## src/port_power_pkg.sv

```systemverilog
`default_nettype none
package port_power_pkg;

    // Clock rate and timing figures
    localparam int unsigned CLK_MHZ           = 200;
    localparam int unsigned T_CYCLE_US        = 20000;
    localparam int unsigned T_FAULT_TEST_US   = 10;
    localparam int unsigned T_ATTACH_QUAL_US  = 500;
    localparam int unsigned T_REMOVE_QUAL_US  = 500;
    localparam int unsigned T_DISCHARGE_US    = 100;
    localparam int unsigned T_CDP_ANSWER_MS   = 20;

    // Cycle counts derived from the figures
    localparam int unsigned CYCLE_CNT_DEF     = T_CYCLE_US * CLK_MHZ;
    localparam int unsigned TEST_CNT_DEF      = T_FAULT_TEST_US * CLK_MHZ;
    localparam int unsigned ATT_QUAL_CNT_DEF  = T_ATTACH_QUAL_US * CLK_MHZ;
    localparam int unsigned REM_QUAL_CNT_DEF  = T_REMOVE_QUAL_US * CLK_MHZ;
    localparam int unsigned DISCH_CNT_DEF     = T_DISCHARGE_US * CLK_MHZ;
    localparam int unsigned CDP_ANSWER_CNT    = T_CDP_ANSWER_MS * 1000 * CLK_MHZ;

    // Register byte addresses
    localparam logic [7:0]  ADDR_CTRL         = 8'h00;
    localparam logic [7:0]  ADDR_STATUS       = 8'h04;

    // Control register layout, most significant field first
    typedef struct packed {
        logic bus_fault_sel;
        logic port_power_enable;
        logic mode_select_2;
        logic mode_select_1;
        logic emulation_enable;
        logic detection_enable;
        logic latch_select;
    } ctrl_t;

    localparam ctrl_t CTRL_RESET = 7'h40;

    // Status register layout
    typedef struct packed {
        logic [22:0] zero;
        logic        handshake_ok;
        logic [3:0]  state;
        logic        attach_pin_flag;
        logic        removal_status_flag;
        logic        attach_status_flag;
        logic        error_flag;
    } stat_t;

    // Comparator and pin inputs from the analog side
    typedef struct packed {
        logic [5:0] fault;
        logic       load_attach;
        logic       load_remove;
        logic       main_supply;
        logic       port_data_pos;
        logic       latch_pin;
    } sense_t;

    // Switch and profile drives
    typedef struct packed {
        logic bypass_sw;
        logic port_sw;
        logic discharge;
        logic hs_sw;
        logic cc_limit;
        logic dcp_short;
        logic cdp_profile;
        logic emul_cycle;
        logic emul_timeout_en;
        logic port_data_neg;
    } drive_t;

    typedef enum logic [2:0] {
        MODE_NONE = 3'h0,
        MODE_EMUL = 3'h1,
        MODE_PASS = 3'h2,
        MODE_DCP  = 3'h3,
        MODE_SDP  = 3'h4,
        MODE_CDP  = 3'h5
    } mode_t;

    typedef enum logic [3:0] {
        ST_DETECT   = 4'h0,
        ST_ATTACHED = 4'h1,
        ST_RENEG    = 4'h2,
        ST_ACTIVE   = 4'h3,
        ST_REMOVE   = 4'h4,
        ST_ERR_HOLD = 4'h5,
        ST_ERR_WAIT = 4'h6,
        ST_ERR_TEST = 4'h7
    } state_t;

endpackage
`default_nettype wire

```

## src/usb_port_power_ctrl.sv

```systemverilog
`timescale 1ns/1ps
`default_nettype none

module usb_port_power_ctrl #(
    parameter int unsigned CYCLE_CNT    = port_power_pkg::CYCLE_CNT_DEF,
    parameter int unsigned TEST_CNT     = port_power_pkg::TEST_CNT_DEF,
    parameter int unsigned ATT_QUAL_CNT = port_power_pkg::ATT_QUAL_CNT_DEF,
    parameter int unsigned REM_QUAL_CNT = port_power_pkg::REM_QUAL_CNT_DEF,
    parameter int unsigned DISCH_CNT    = port_power_pkg::DISCH_CNT_DEF
) (
    // Clock, reset and enable
    input  wire logic                    MCLK,
    input  wire logic                    SYS_RST,
    input  wire logic                    CE,
    // APB slave
    input  wire logic                    PSEL,
    input  wire logic                    PENABLE,
    input  wire logic                    PWRITE,
    input  wire logic [7:0]              PADDR,
    input  wire logic [31:0]             PWDATA,
    output logic [31:0]                  PRDATA,
    output logic                         PREADY,
    output logic                         PSLVERR,
    // Analog sense inputs
    input  wire port_power_pkg::sense_t  SENSE,
    // Switch and profile drives
    output port_power_pkg::drive_t       DRIVE,
    // Open-drain pins, enable high pulls low
    output logic                         ATTACH_DETECT_N_OE,
    output logic                         ALERT_N_OE
);
    import port_power_pkg::*;

    // Refuse counts that the timers cannot serve
    if (CYCLE_CNT < 1 || TEST_CNT < 1 || ATT_QUAL_CNT < 1 ||
        REM_QUAL_CNT < 1 || DISCH_CNT < 1) begin : g_bad_count
        $error("timing counts must be at least one");
    end

    sense_t      sense_meta;
    sense_t      sense;
    ctrl_t       ctrl;
    state_t      state;
    state_t      next_state;
    mode_t       cur_mode;
    mode_t       next_mode;
    mode_t       act_mode;
    drive_t      next_drive;
    logic [31:0] tmr;
    logic [31:0] next_tmr;
    logic [31:0] att_cnt;
    logic [31:0] rem_cnt;
    logic        error_flag;
    logic        attach_status_flag;
    logic        removal_status_flag;
    logic        attach_pin_flag;
    logic        handshake_ok;
    logic        ppe_prev;
    logic        data_pos_prev;

    // Two-stage synchroniser for the analog side
    always_ff @(posedge MCLK) begin
        if (SYS_RST) begin
            sense_meta <= '0;
            sense      <= '0;
        end else if (CE) begin
            sense_meta <= SENSE;
            sense      <= sense_meta;
        end
    end

    // APB decode
    wire logic  acc_start = PSEL && PENABLE && !PREADY;
    wire logic  acc_done  = PSEL && PENABLE && PREADY;
    wire logic  hit_ctrl  = PADDR == ADDR_CTRL;
    wire logic  hit_stat  = PADDR == ADDR_STATUS;
    wire logic  wr_ctrl   = acc_done && PWRITE && hit_ctrl;
    wire stat_t clr       = (acc_done && PWRITE && hit_stat) ? stat_t'(PWDATA) : '0;

    // Status read view
    stat_t stat_view;
    assign stat_view = '{zero: '0, handshake_ok: handshake_ok, state: state,
                         attach_pin_flag: attach_pin_flag,
                         removal_status_flag: removal_status_flag,
                         attach_status_flag: attach_status_flag,
                         error_flag: error_flag};

    wire logic [31:0] rd_word = hit_ctrl ? {25'h0, ctrl} :
                                hit_stat ? stat_view : 32'h0;

    // Bus handshake, one wait cycle per access
    always_ff @(posedge MCLK) begin
        if (SYS_RST) begin
            PREADY  <= 1'b0;
            PRDATA  <= 32'h0;
            PSLVERR <= 1'b0;
        end else if (CE) begin
            PREADY  <= acc_start;
            PRDATA  <= (acc_start && !PWRITE) ? rd_word : 32'h0;
            PSLVERR <= acc_start && !hit_ctrl && !hit_stat;
        end
    end

    // Control register
    always_ff @(posedge MCLK) begin
        if (SYS_RST) begin
            ctrl <= CTRL_RESET;
        end else if (CE && wr_ctrl) begin
            ctrl <= ctrl_t'(PWDATA[$bits(ctrl_t)-1:0]);
        end
    end

    wire logic latch_mode = ctrl.bus_fault_sel ? ctrl.latch_select : sense.latch_pin;
    wire logic fault_any  = |sense.fault;
    wire logic ppe        = ctrl.port_power_enable;
    wire logic ppe_fall   = ppe_prev && !ppe;
    wire logic retry_req  = ppe_fall || clr.error_flag;

    wire logic [2:0] msel = {ctrl.mode_select_1, ctrl.mode_select_2, ctrl.emulation_enable};
    assign act_mode = (msel == 3'h1 || msel == 3'h5) ? MODE_EMUL :
                      (msel == 3'h2 || msel == 3'h6) ? MODE_PASS :
                      (msel == 3'h3) ? MODE_DCP :
                      (msel == 3'h4) ? MODE_SDP :
                      (msel == 3'h7) ? MODE_CDP : MODE_NONE;

    wire logic act_charger = act_mode == MODE_SDP || act_mode == MODE_DCP ||
                             act_mode == MODE_CDP;
    wire logic in_error    = state == ST_ERR_HOLD || state == ST_ERR_WAIT ||
                             state == ST_ERR_TEST;
    wire logic fault_watch = state == ST_ATTACHED || state == ST_ACTIVE ||
                             state == ST_RENEG;

    wire logic att_evt = state == ST_DETECT && att_cnt == ATT_QUAL_CNT;
    wire logic rem_mon = ctrl.detection_enable &&
                         (state == ST_ATTACHED || state == ST_ACTIVE);
    wire logic rem_evt = rem_mon && rem_cnt == REM_QUAL_CNT;

    // Attach and removal qualification counters
    always_ff @(posedge MCLK) begin
        if (SYS_RST) begin
            att_cnt <= 32'h0;
            rem_cnt <= 32'h0;
        end else if (CE) begin
            att_cnt <= (state != ST_DETECT || !sense.load_attach) ? 32'h0 :
                       (att_evt ? att_cnt : att_cnt + 32'h1);
            rem_cnt <= (!rem_mon || !sense.load_remove) ? 32'h0 :
                       (rem_evt ? rem_cnt : rem_cnt + 32'h1);
        end
    end

    // Power state sequencing
    always_comb begin
        next_state = state;
        next_tmr   = (tmr == 32'h0) ? 32'h0 : tmr - 32'h1;
        if (fault_watch && fault_any) begin
            next_state = latch_mode ? ST_ERR_HOLD : ST_ERR_WAIT;
            next_tmr   = 32'(CYCLE_CNT - 1);
        end else if (rem_evt) begin
            next_state = ST_REMOVE;
            next_tmr   = 32'(DISCH_CNT - 1);
        end else begin
            case (state)
                ST_DETECT: begin
                    if (att_evt) begin
                        next_state = ST_ATTACHED;
                    end
                end
                ST_ATTACHED: begin
                    if (ppe && sense.main_supply) begin
                        next_state = act_charger ? ST_RENEG : ST_ACTIVE;
                        next_tmr   = 32'(DISCH_CNT - 1);
                    end
                end
                ST_ACTIVE: begin
                    if (!ppe && cur_mode != MODE_PASS) begin
                        next_state = ST_DETECT;
                    end else if (act_mode != cur_mode && act_charger) begin
                        next_state = ST_RENEG;
                        next_tmr   = 32'(DISCH_CNT - 1);
                    end
                end
                ST_RENEG: begin
                    if (tmr == 32'h0) begin
                        next_state = ST_ACTIVE;
                    end
                end
                ST_REMOVE: begin
                    if (tmr == 32'h0) begin
                        next_state = ST_DETECT;
                    end
                end
                ST_ERR_WAIT: begin
                    if (tmr == 32'h0) begin
                        next_state = ST_ERR_TEST;
                        next_tmr   = 32'(TEST_CNT - 1);
                    end
                end
                ST_ERR_TEST: begin
                    if (fault_any) begin
                        next_state = ST_ERR_WAIT;
                        next_tmr   = 32'(CYCLE_CNT - 1);
                    end else if (tmr == 32'h0) begin
                        next_state = ST_ACTIVE;
                    end
                end
                ST_ERR_HOLD: begin
                    if (retry_req && !fault_any) begin
                        next_state = ST_ACTIVE;
                    end
                end
                default: begin
                    next_state = ST_DETECT;
                end
            endcase
        end
    end

    // Mode follows the control bits whenever the next state is active, held otherwise
    assign next_mode = (next_state == ST_ACTIVE) ? act_mode : cur_mode;

    always_ff @(posedge MCLK) begin
        if (SYS_RST) begin
            state    <= ST_DETECT;
            tmr      <= 32'h0;
            cur_mode <= MODE_NONE;
            ppe_prev <= 1'b0;
        end else if (CE) begin
            state    <= next_state;
            tmr      <= next_tmr;
            cur_mode <= next_mode;
            ppe_prev <= ppe;
        end
    end

    // Drive decode from the next state
    wire logic nx_active = next_state == ST_ACTIVE;
    wire logic nx_cdp    = nx_active && next_mode == MODE_CDP;
    wire logic nx_dcp    = nx_active && next_mode == MODE_DCP;
    wire logic nx_emul   = nx_active && next_mode == MODE_EMUL;
    // one supply path at a time
    assign next_drive.bypass_sw = next_state == ST_DETECT || next_state == ST_ATTACHED;
    assign next_drive.port_sw   = nx_active;
    assign next_drive.discharge = next_state == ST_RENEG || next_state == ST_REMOVE;
    assign next_drive.hs_sw     = nx_active && (next_mode == MODE_PASS ||
                                  next_mode == MODE_SDP || next_mode == MODE_CDP);
    assign next_drive.cc_limit  = nx_cdp || nx_dcp;
    assign next_drive.dcp_short = nx_dcp;
    assign next_drive.cdp_profile     = nx_cdp;
    assign next_drive.emul_cycle      = nx_emul;
    assign next_drive.emul_timeout_en = nx_emul;
    // answer while data line is mid level
    assign next_drive.port_data_neg   = nx_cdp && sense.port_data_pos;

    // Drive and attach pin registers
    always_ff @(posedge MCLK) begin
        if (SYS_RST) begin
            DRIVE              <= '0;
            ATTACH_DETECT_N_OE <= 1'b0;
        end else if (CE) begin
            DRIVE <= next_drive;
            ATTACH_DETECT_N_OE <= att_evt || (ATTACH_DETECT_N_OE && !rem_evt);
        end
    end

    always_ff @(posedge MCLK) begin
        if (SYS_RST) begin
            ALERT_N_OE <= 1'b0;
        end else if (CE) begin
            ALERT_N_OE <= (next_state == ST_ERR_HOLD) || (next_state == ST_ERR_WAIT) ||
                          (next_state == ST_ERR_TEST) || fault_any;
        end
    end

    // Sticky flags, a set beats a clear
    wire logic err_set = fault_watch && fault_any;
    always_ff @(posedge MCLK) begin
        if (SYS_RST) begin
            error_flag          <= 1'b0;
            attach_status_flag  <= 1'b0;
            attach_pin_flag     <= 1'b0;
            removal_status_flag <= 1'b0;
        end else if (CE) begin
            error_flag          <= err_set || (error_flag && !clr.error_flag);
            attach_status_flag  <= att_evt || (attach_status_flag && !clr.attach_status_flag);
            attach_pin_flag     <= att_evt || (attach_pin_flag && !clr.attach_pin_flag);
            removal_status_flag <= rem_evt || (removal_status_flag &&
                                               !clr.removal_status_flag);
        end
    end

    // CDP handshake completes when the data line falls back
    always_ff @(posedge MCLK) begin
        if (SYS_RST) begin
            data_pos_prev <= 1'b0;
            handshake_ok  <= 1'b0;
        end else if (CE) begin
            data_pos_prev <= sense.port_data_pos;
            handshake_ok  <= nx_cdp && (handshake_ok ||
                             (data_pos_prev && !sense.port_data_pos));
        end
    end

    property p_switch_excl;
        @(posedge MCLK) disable iff (SYS_RST || !CE)
        !(DRIVE.port_sw && DRIVE.bypass_sw);
    endproperty
    a_switch_excl: assert property (p_switch_excl)
        else $error("bypass and port switch on together");

    property p_detect_hs;
        @(posedge MCLK) disable iff (SYS_RST || !CE)
        (state == ST_DETECT) |-> !DRIVE.hs_sw;
    endproperty
    a_detect_hs: assert property (p_detect_hs)
        else $error("high-speed switch closed in detect");

    property p_attach_origin;
        @(posedge MCLK) disable iff (SYS_RST || !CE)
        $rose(ATTACH_DETECT_N_OE) |-> $past(state) == ST_DETECT && state == ST_ATTACHED;
    endproperty
    a_attach_origin: assert property (p_attach_origin)
        else $error("attach asserted outside detect");

    property p_latch_hold;
        @(posedge MCLK) disable iff (SYS_RST || !CE)
        (state == ST_ERR_HOLD && !retry_req) |=> state == ST_ERR_HOLD && ALERT_N_OE;
    endproperty
    a_latch_hold: assert property (p_latch_hold)
        else $error("latched error left without command");

    property p_auto_alert;
        @(posedge MCLK) disable iff (SYS_RST || !CE)
        (fault_watch && fault_any && !latch_mode) |=> state == ST_ERR_WAIT && ALERT_N_OE;
    endproperty
    a_auto_alert: assert property (p_auto_alert)
        else $error("fault did not enter error wait");

    property p_removal_seq;
        @(posedge MCLK) disable iff (SYS_RST || !CE)
        rem_evt && !(fault_watch && fault_any) |=>
            !DRIVE.port_sw && !DRIVE.bypass_sw && DRIVE.discharge &&
            !ATTACH_DETECT_N_OE && removal_status_flag;
    endproperty
    a_removal_seq: assert property (p_removal_seq)
        else $error("removal sequence wrong");

    property p_pass_drive;
        @(posedge MCLK) disable iff (SYS_RST || !CE)
        (state == ST_ACTIVE && cur_mode == MODE_PASS) |-> DRIVE.hs_sw && !DRIVE.cc_limit;
    endproperty
    a_pass_drive: assert property (p_pass_drive)
        else $error("pass-through drive wrong");

    property p_dcp_drive;
        @(posedge MCLK) disable iff (SYS_RST || !CE)
        (state == ST_ACTIVE && cur_mode == MODE_DCP) |->
            !DRIVE.hs_sw && DRIVE.cc_limit && DRIVE.dcp_short && !DRIVE.emul_timeout_en;
    endproperty
    a_dcp_drive: assert property (p_dcp_drive)
        else $error("dcp drive wrong");

    property p_cdp_answer;
        @(posedge MCLK) disable iff (SYS_RST || !CE)
        (DRIVE.cdp_profile && sense.port_data_pos && nx_cdp) |=>
            DRIVE.port_data_neg;
    endproperty
    a_cdp_answer: assert property (p_cdp_answer)
        else $error("cdp answer missing");

    property p_reneg;
        @(posedge MCLK) disable iff (SYS_RST || !CE)
        (state == ST_ACTIVE && act_charger && act_mode != cur_mode &&
         !fault_any && !rem_evt && (ppe || cur_mode == MODE_PASS)) |=>
            state == ST_RENEG && DRIVE.discharge;
    endproperty
    a_reneg: assert property (p_reneg)
        else $error("mode change without vbus cycle");

endmodule
`default_nettype wire

```

## config.mk

```make
export PLATFORM = sky130hd
export DESIGN_NAME = usb_port_power_ctrl
export DESIGN_NICKNAME = d
export VERILOG_FILES = /design/src/port_power_pkg.sv /design/src/usb_port_power_ctrl.sv
export SDC_FILE = /design/constraint.sdc
export NUM_CORES = 1
export LEC_CHECK = 0
export ABC_AREA = 1
export BUFFER_PORTS_ARGS = -buffer_cell sky130_fd_sc_hd__buf_2
export CORE_ASPECT_RATIO = 0.9
export CORE_UTILIZATION = 30
export DETAILED_ROUTE_END_ITERATION = 8
export PLACE_DENSITY_LB_ADDON = 0.12
export SETUP_SLACK_MARGIN = 0.4
export SYNTH_ARGS = -nofsm -noshare
export SYNTH_HDL_FRONTEND = slang
export SYNTH_SLANG_ARGS = --single-unit
```

## constraint.sdc

```tcl
create_clock -name MCLK -period 1.9 [get_ports MCLK]
set_input_delay 0.285 -clock MCLK [delete_from_list [all_inputs] [get_ports MCLK]]
set_output_delay 0.285 -clock MCLK [all_outputs]
set_load 0.05 [all_outputs]
```

=== After elaboration in Yosys (flattened, before gate mapping) ===
Cells that the tools add are included.

* Input bits: 57
* Word-level logic and storage cells: 199
* Output and inout bits: 46
* Register bits: 184

* Reduce and logical (&&, ||, !) cells: 77
* Muxes and demuxes: 38
* Eq/ne operators: 36
* Add/subtract/negate cells: 3

{| class="wikitable"
|+ Operator list
! cell !! number
|-
| $mux W32 || 12
|-
| $pmux W32 S4 || 1
|-
| $add A32 B1 Y32 const B || 2
|-
| $eq A32 B17 Y1 const B || 2
|-
| $mux W4 || 12
|-
| $eq A4 B3 Y1 const B || 8
|-
| $logic_not A32 Y1 || 1
|-
| $pmux W4 S8 || 1
|-
| $sub A32 B1 Y32 const B || 1
|-
| $logic_and A1 B1 Y1 || 31
|-
| $mux W9 || 3
|-
| $eq A3 B3 Y1 const B || 8
|-
| $logic_or A1 B1 Y1 || 23
|-
| $mux W3 || 6
|-
| $eq A4 B2 Y1 const B || 4
|-
| $eq A3 B2 Y1 const B || 5
|-
| $logic_not A1 Y1 || 15
|-
| $eq A4 B1 Y1 const B || 2
|-
| $eq A8 B3 Y1 const B || 1
|-
| $logic_not A4 Y1 || 2
|-
| $logic_not A8 Y1 || 1
|-
| $eq A3 B1 Y1 const B || 2
|-
| $reduce_or A6 Y1 || 1
|-
| $ne A2 B1 Y1 const B || 2
|-
| other kinds (6) || 8
|}

=== Longest topological paths before layout ===
* Depth in word-level cells: 21
* Depth in mapped cells: 20
* Gate-level depth less buffers: 19

=== Least setup slack after synthesis ===
No wires, ideal clock.

* Path kind: flip-flop to flip-flop
* Start: reg PREADY
* End: reg DRIVE[6] (netlist bit)
* Path buffers: 0
* Period minus slack after synthesis: 2.083 ns
* Library setup time: 0.059 ns
* Data arrival time: 2.023 ns
* Slack: -0.183 ns
* Required time: 1.841 ns
* Cell stages (with the launch flop): 17
* Cells stage by stage: dfxtp_1 nand2_1 nor3_1 nand2_1 nand2_1 nand2_1 nand2_1 nand2_1 nor2_4 nand4_4 inv_2 nand2_2 nand2_2 nand3_1 o21ai_1 nand2_1 nand2_1

* Longest elaborated chain between the ends: 16
* Elaborated cells on any way between the ends: 18
* Those cells by class: eq/ne: 4; mux: 6; reduce/logical: 8

{| class="wikitable"
|+ Ends and longest elaborated chain
! element !! RTL line !! source
|-
| start, declared || usb_port_power_ctrl.sv:22 || <nowiki>output logic PREADY,</nowiki>
|-
| start signal, assigned || usb_port_power_ctrl.sv:98 || <nowiki>PREADY <= acc_start;</nowiki>
|-
| $logic_and A1 B1 Y1 (*) || usb_port_power_ctrl.sv:74 || <nowiki>wire logic acc_done = PSEL && PENABLE && PREADY;</nowiki>
|-
| $logic_and A1 B1 Y1 (*) (2 in series) || usb_port_power_ctrl.sv:78 || <nowiki>wire stat_t clr = (acc_done && PWRITE && hit_stat) ? stat_t'(PWDATA) : '0;</nowiki>
|-
| $mux W4 (*) || usb_port_power_ctrl.sv:78 ||
|-
| $logic_or A1 B1 Y1 (*) || usb_port_power_ctrl.sv:117 || <nowiki>wire logic retry_req = ppe_fall || clr.error_flag;</nowiki>
|-
| $logic_and A1 B1 Y1 (*) || usb_port_power_ctrl.sv:207 || <nowiki>if (retry_req && !fault_any) begin</nowiki>
|-
| $mux W4 (*) || usb_port_power_ctrl.sv:207 ||
|-
| $pmux W4 S8 (*) || usb_port_power_ctrl.sv:162 || <nowiki>case (state)</nowiki>
|-
| $mux W4 (*) || usb_port_power_ctrl.sv:158 || <nowiki>end else if (rem_evt) begin</nowiki>
|-
| $mux W4 (*) || usb_port_power_ctrl.sv:155 || <nowiki>if (fault_watch && fault_any) begin</nowiki>
|-
| $eq A4 B2 Y1 (*) || usb_port_power_ctrl.sv:219, usb_port_power_ctrl.sv:236 ||
|-
| $mux W3 || usb_port_power_ctrl.sv:219 || <nowiki>assign next_mode = (next_state == ST_ACTIVE) ? act_mode : cur_mode;</nowiki>
|-
| $eq A3 B2 Y1 or $eq A3 B3 Y1 (tied branches) || usb_port_power_ctrl.sv:244, usb_port_power_ctrl.sv:245 ||
|-
| $logic_or A1 B1 Y1 || usb_port_power_ctrl.sv:244 || <nowiki>assign next_drive.hs_sw = nx_active && (next_mode == MODE_PASS ||</nowiki>
|-
| $logic_or A1 B1 Y1 || usb_port_power_ctrl.sv:245 || <nowiki>next_mode == MODE_SDP || next_mode == MODE_CDP);</nowiki>
|-
| $logic_and A1 B1 Y1 (*) || usb_port_power_ctrl.sv:244 ||
|-
| end signal, assigned || usb_port_power_ctrl.sv:260 || <nowiki>DRIVE <= next_drive;</nowiki>
|-
| end, declared || usb_port_power_ctrl.sv:27 || <nowiki>output port_power_pkg::drive_t DRIVE,</nowiki>
|}

Every way passes the cells marked *; elsewhere a longest branch is shown, timed or not.
A chain may end at the register's enable or synchronous reset.

=== Worst setup path after layout ===
* Start: reg rem_cnt[22]
* End: reg rem_cnt[30]

* Longest elaborated chain between the ends: 4
* Elaborated cells on any way between the ends: 7
* Those cells by class: add/sub: 1; eq/ne: 2; mux: 2; reduce/logical: 2

{| class="wikitable"
|+ Ends and longest elaborated chain
! element !! RTL line !! source
|-
| start, declared || usb_port_power_ctrl.sv:52 || <nowiki>logic [31:0] rem_cnt;</nowiki>
|-
| start signal, assigned || usb_port_power_ctrl.sv:146 || <nowiki>rem_cnt <= (!rem_mon || !sense.load_remove) ? 32'h0 :</nowiki>
|-
| branches (longest 4 deep; another with $add A32 B1 Y32) || n/a ||
|}

Parallel ways; which one is timed is not known. The select of a mux whose other input is x is not followed.

==> results.yml <==
run_status:
  status: "finished, violations left"
  violations: "setup timing"
synth:
  post_synth_main_area_contributors: "sky130_fd_sc_hd__dfxtp_1, sky130_fd_sc_hd__nand2_1, sky130_fd_sc_hd__nor2_1"
  synth_ff_type: "sky130_fd_sc_hd__dfxtp_1"
  synthAdderAreaFrac: 0.00693
  post-synth-top-area-cell: "sky130_fd_sc_hd__dfxtp_1"
  netlist-cell-type-count: 54
  count_of_mapped_cells_out_of_synthesis: 1336
  synth_simple_gate_area_share: 0.345
  yosys_register_bits: 161
  ys_seq_area_frac: 0.357
  synth_compound_area_frac: 0.149
  synth_largest_type_area_fraction: 0.357
  synth_top_family_by_area: "simple AND/OR/NAND/NOR gates"
  ys_warn_count: 0
  synth-async-reset-ratio: 0
  synth_xor_xnor_area_share: 0.0330
  synth.cell_area_sq_mm: 0.00903
  synth_enable_flop_cells: 0
  post_synth_mux_area_share: 0
  syn_avg_cell_area_sq_um: 6.76
final_layout:
  num_antenna_cells: 0
  final_layout_size_suffix_gt1_frac: 0.508
  utilization: 0.526
  layout.nets: 1865
  final_design_area_no_fill_sq_mm: 0.0154
  final_cell_count_no_fill: 2212
  syn2layout_area_growth_pct: 70.5
  multiInputGateArea_sq_mm: 0.00640
  fillerInstances: 2833
  sequential_cell_area_sq_mm: 0.00328
routing:
  vias: 10312
  routed_wirelength_microns: 32100
  routed_wire_length_per_instance_microns: 14.5
  drt_pass1_iterations: 5
  drt.antenna.violating_nets: 0
  drt_iter0_markers: 528
  drt-vias-per-instance: 4.66
  route.detailed.drc: 0
place:
  place_area_sq_mm: 0.0125
  globalplace.congestion: 0.873
  post-dp-hpwl_microns: 23100
  post-place-cells: 2082
  place.port_buffers: 54
global_routing:
  global_route.usage.total: 0.209
  grt_first_pass_wirelength_microns: 51000
  first_global_vias: 9983
  grt_antenna_before_repair: 0
  grt_start_max_net_pins: 32
  overflow: 0
sta:
  final-hold-violation-count: 0
  post-route-worst-setup-slack_ps: -248
  hold-worst-slack_ps: 42.9
  timing.final.crit_share: 1.13
  fin_setup_tns_ps: -10810
  grt_setup_unrepaired: "true"
  worst_max_slew_pin_slew_ps: 590
  finClkSkew_ps: 16.8
  slew_headroom: 0.603
  max_freq_mhz: 465
  setup_violations: 92
  report.final.slew_viol_count: 0
  finalWorstPathRequiredPeriod_ps: 2150
cts:
  clk_path_buf_depth: 2
  clk_transition_reported_paths_ps: 80
  insertion_delay_of_the_later_clocked_pin_in_the_worst_skew_pair_ps: 440
  cts_root_buffer: "sky130_fd_sc_hd__clkbuf_16"
  cts_inserted_buffers: 17
  holdBufCountCts: 0
  cts_sinks: 161
  cts_htree_levels: 4
  clock_tree_from_tritoncts: "done"
critical_path:
  crit_path_leading_delay_family: "simple AND/OR/NAND/NOR gates"
  end_kind: "flop"
  critical_path.startpoint_type: "flop"
  timing.setup.critical_path_class: "flop to flop"
  path_cells: "inv_1 -> nand3_1 -> nor2_2 -> nand2_1 -> nor2_4 -> nand2_2 -> nand2_2 -> nand2_4 -> nand4_1 -> buf_4 -> nor2_4 -> nand2_4 -> nor3_2 -> nor2_1 -> nor3_1"
  critPathBufInv: 2
  timing.critical_path.slowest_cell_delay_ps: 420
  path_max_fanout: 5
  crit_slowest_cell: "sky130_fd_sc_hd__dfxtp_1"
  cp_data_arrival_time_ps: 2510
  cp_data_required_time_ps: 2260
  r2r-start: "rem_cnt[22]"
  setup.worst_path.start: "rem_cnt[22]"
floorplanning:
  fp-row-count: 59
  die_w_microns: 185
  core_area_sq_mm: 0.0292
  ioPinCount: 103
  dieArea_sq_mm: 0.0308
  initial_utilization: 0.309
  die-height_microns: 167
flow_run:
  cap_viol_max_count: 0
pwr:
  cellPowerDensity_mw_per_mm2: 638
  vdd_drop_max_mv: 0.599
  static-leakage-power_nw: 6.63
min_path:
  hold_path_startpoint: "SENSE[8]"
  hold_path.class: "input pin to flop"
-- routing by layer --
metal / global-route usage / vias to the layer above / wire length, microns / share of wire
li1: - / 5304 / - / -
met1: 0.300 / 4793 / 16100 / 0.50
met2: 0.329 / 192 / 14600 / 0.46
met3: 0.0324 / 23 / 1120 / 0.035
met4: 0.0363 / 0 / 305 / 0.0095
met5: 0 / - / 0 / 0
-- cells in the final DEF, fill, tap and decap left out, types with 24 or more instances in the layout --
| cell type | netlist | routed |
|---|---|---|
| sky130_fd_sc_hd__buf_6 | 0 | 71 |
| sky130_fd_sc_hd__dfxtp_1 | 161 | 122 |
| sky130_fd_sc_hd__inv_2 | 16 | 39 |
| sky130_fd_sc_hd__nor3_1 | 45 | 25 |
| sky130_fd_sc_hd__nand4_1 | 28 | 28 |
| sky130_fd_sc_hd__buf_4 | 26 | 341 |
| sky130_fd_sc_hd__nor2_1 | 173 | 117 |
| sky130_fd_sc_hd__nand3_1 | 69 | 42 |
| sky130_fd_sc_hd__nand2_1 | 270 | 213 |
| sky130_fd_sc_hd__a21oi_2 | 1 | 39 |
| sky130_fd_sc_hd__dfxtp_2 | 0 | 36 |
| sky130_fd_sc_hd__inv_1 | 159 | 122 |
| sky130_fd_sc_hd__buf_2 | 4 | 53 |
| sky130_fd_sc_hd__nand2_4 | 3 | 29 |
| sky130_fd_sc_hd__nor2_4 | 8 | 40 |
| sky130_fd_sc_hd__a21oi_1 | 80 | 41 |
| sky130_fd_sc_hd__xor2_1 | 26 | 24 |
| sky130_fd_sc_hd__o21ai_0 | 77 | 39 |
| sky130_fd_sc_hd__nand2_2 | 18 | 47 |
| sky130_fd_sc_hd__nor2_2 | 15 | 39 |
-- per-stage QoR --
step / power [mW] / setup WS, ps
6_report: 9.82 / -248
5_1_grt: 10.3 / -373
4_1_cts: 9.67 / -197
3_5_place_dp: 5.61 / -264
3_3_place_gp: 5.60 / -259
2_1_floorplan: 4.81 / 19.7
-- cell type report --
cell class | count | area share
multi-input combinational | 966 | 0.416
clock inverter | 15 | 0.0123
timing repair buffer | 478 | 0.252
tap | 396 | 0.0322
inverter | 178 | 0.0467
clock buffer | 17 | 0.0276
timing repair inverter | 1 | 0.000325
sequential | 161 | 0.213
-- worst register-to-register path: stages (launching register included) --
cell and delay, ps:
sky130_fd_sc_hd__dfxtp_1 420, sky130_fd_sc_hd__inv_1 110, sky130_fd_sc_hd__nand3_1 130, sky130_fd_sc_hd__nor2_2 50, sky130_fd_sc_hd__nand2_1 90, sky130_fd_sc_hd__nor2_4 60
sky130_fd_sc_hd__nand2_2 90, sky130_fd_sc_hd__nand2_2 80, sky130_fd_sc_hd__nand2_4 130, sky130_fd_sc_hd__nand4_1 190, sky130_fd_sc_hd__buf_4 210, sky130_fd_sc_hd__nor2_4 140
sky130_fd_sc_hd__nand2_4 90, sky130_fd_sc_hd__nor3_2 120, sky130_fd_sc_hd__nor2_1 50, sky130_fd_sc_hd__nor3_1 120
-- synth_stat cells (4+ instances only) --
library cell and instances:
sky130_fd_sc_hd__nand2_1 270, sky130_fd_sc_hd__nor2_1 173, sky130_fd_sc_hd__dfxtp_1 161, sky130_fd_sc_hd__inv_1 159, sky130_fd_sc_hd__a21oi_1 80, sky130_fd_sc_hd__o21ai_0 77, sky130_fd_sc_hd__nand3_1 69, sky130_fd_sc_hd__nor3_1 45
sky130_fd_sc_hd__nand4_1 28, sky130_fd_sc_hd__buf_4 26, sky130_fd_sc_hd__xor2_1 26, sky130_fd_sc_hd__clkbuf_1 20, sky130_fd_sc_hd__nor4_1 19, sky130_fd_sc_hd__nand2_2 18, sky130_fd_sc_hd__inv_2 16, sky130_fd_sc_hd__nor2_2 15
sky130_fd_sc_hd__o22ai_1 13, sky130_fd_sc_hd__o211ai_1 9, sky130_fd_sc_hd__nor2_4 8, sky130_fd_sc_hd__xnor2_1 8, sky130_fd_sc_hd__o21a_1 7, sky130_fd_sc_hd__o31ai_1 7, sky130_fd_sc_hd__a211oi_1 6, sky130_fd_sc_hd__a221oi_1 6
sky130_fd_sc_hd__nor3_2 6, sky130_fd_sc_hd__o21ai_1 6, sky130_fd_sc_hd__a32o_1 5, sky130_fd_sc_hd__ha_1 5, sky130_fd_sc_hd__buf_2 4, sky130_fd_sc_hd__nand3b_1 4
-- sequential cells by signal, indices dropped and copies added (netlist names), 3 cells and up --
signal / cells
DRIVE: 9
PRDATA: 9
att_cnt: 32
ctrl: 6
cur_mode: 3
rem_cnt: 32
sense: 11
sense_meta: 11
state: 4
tmr: 32
-- power by group --
part	switching (mW)	internal (mW)	total, mW
combinational	1.40	1.19	2.59
clock	1.74	1.91	3.65
sequential	0.0800	3.50	3.58
total	3.22	6.59	9.82
-- cell families after synthesis --
logic type | after synthesis
and+or+nand+nor | 672
DFF | 161
adders and majority gates | 5
buffers and inverters | 231
other | 1
xor gates and xnor gates | 34
AOI/OAI and AO/OA | 232
-- worst paths after layout --
kind	end	slack (ps)	depth (start not counted)
max	rem_cnt[30]	-250	15
min	sense_meta[8]	40	3
max reg2reg	rem_cnt[30]	-250	15
min reg2reg	data_pos_prev	450	2
-- repair_timing --
item / 4_1_cts / 5_1_grt
setup endpoints to repair: 118 / 120
cloned: 1 / 1
gates resized for setup: 241 / 192
pin swaps: 96 / 93
buffers inserted: 59 / 37
(Power assumes the default switching activity.)
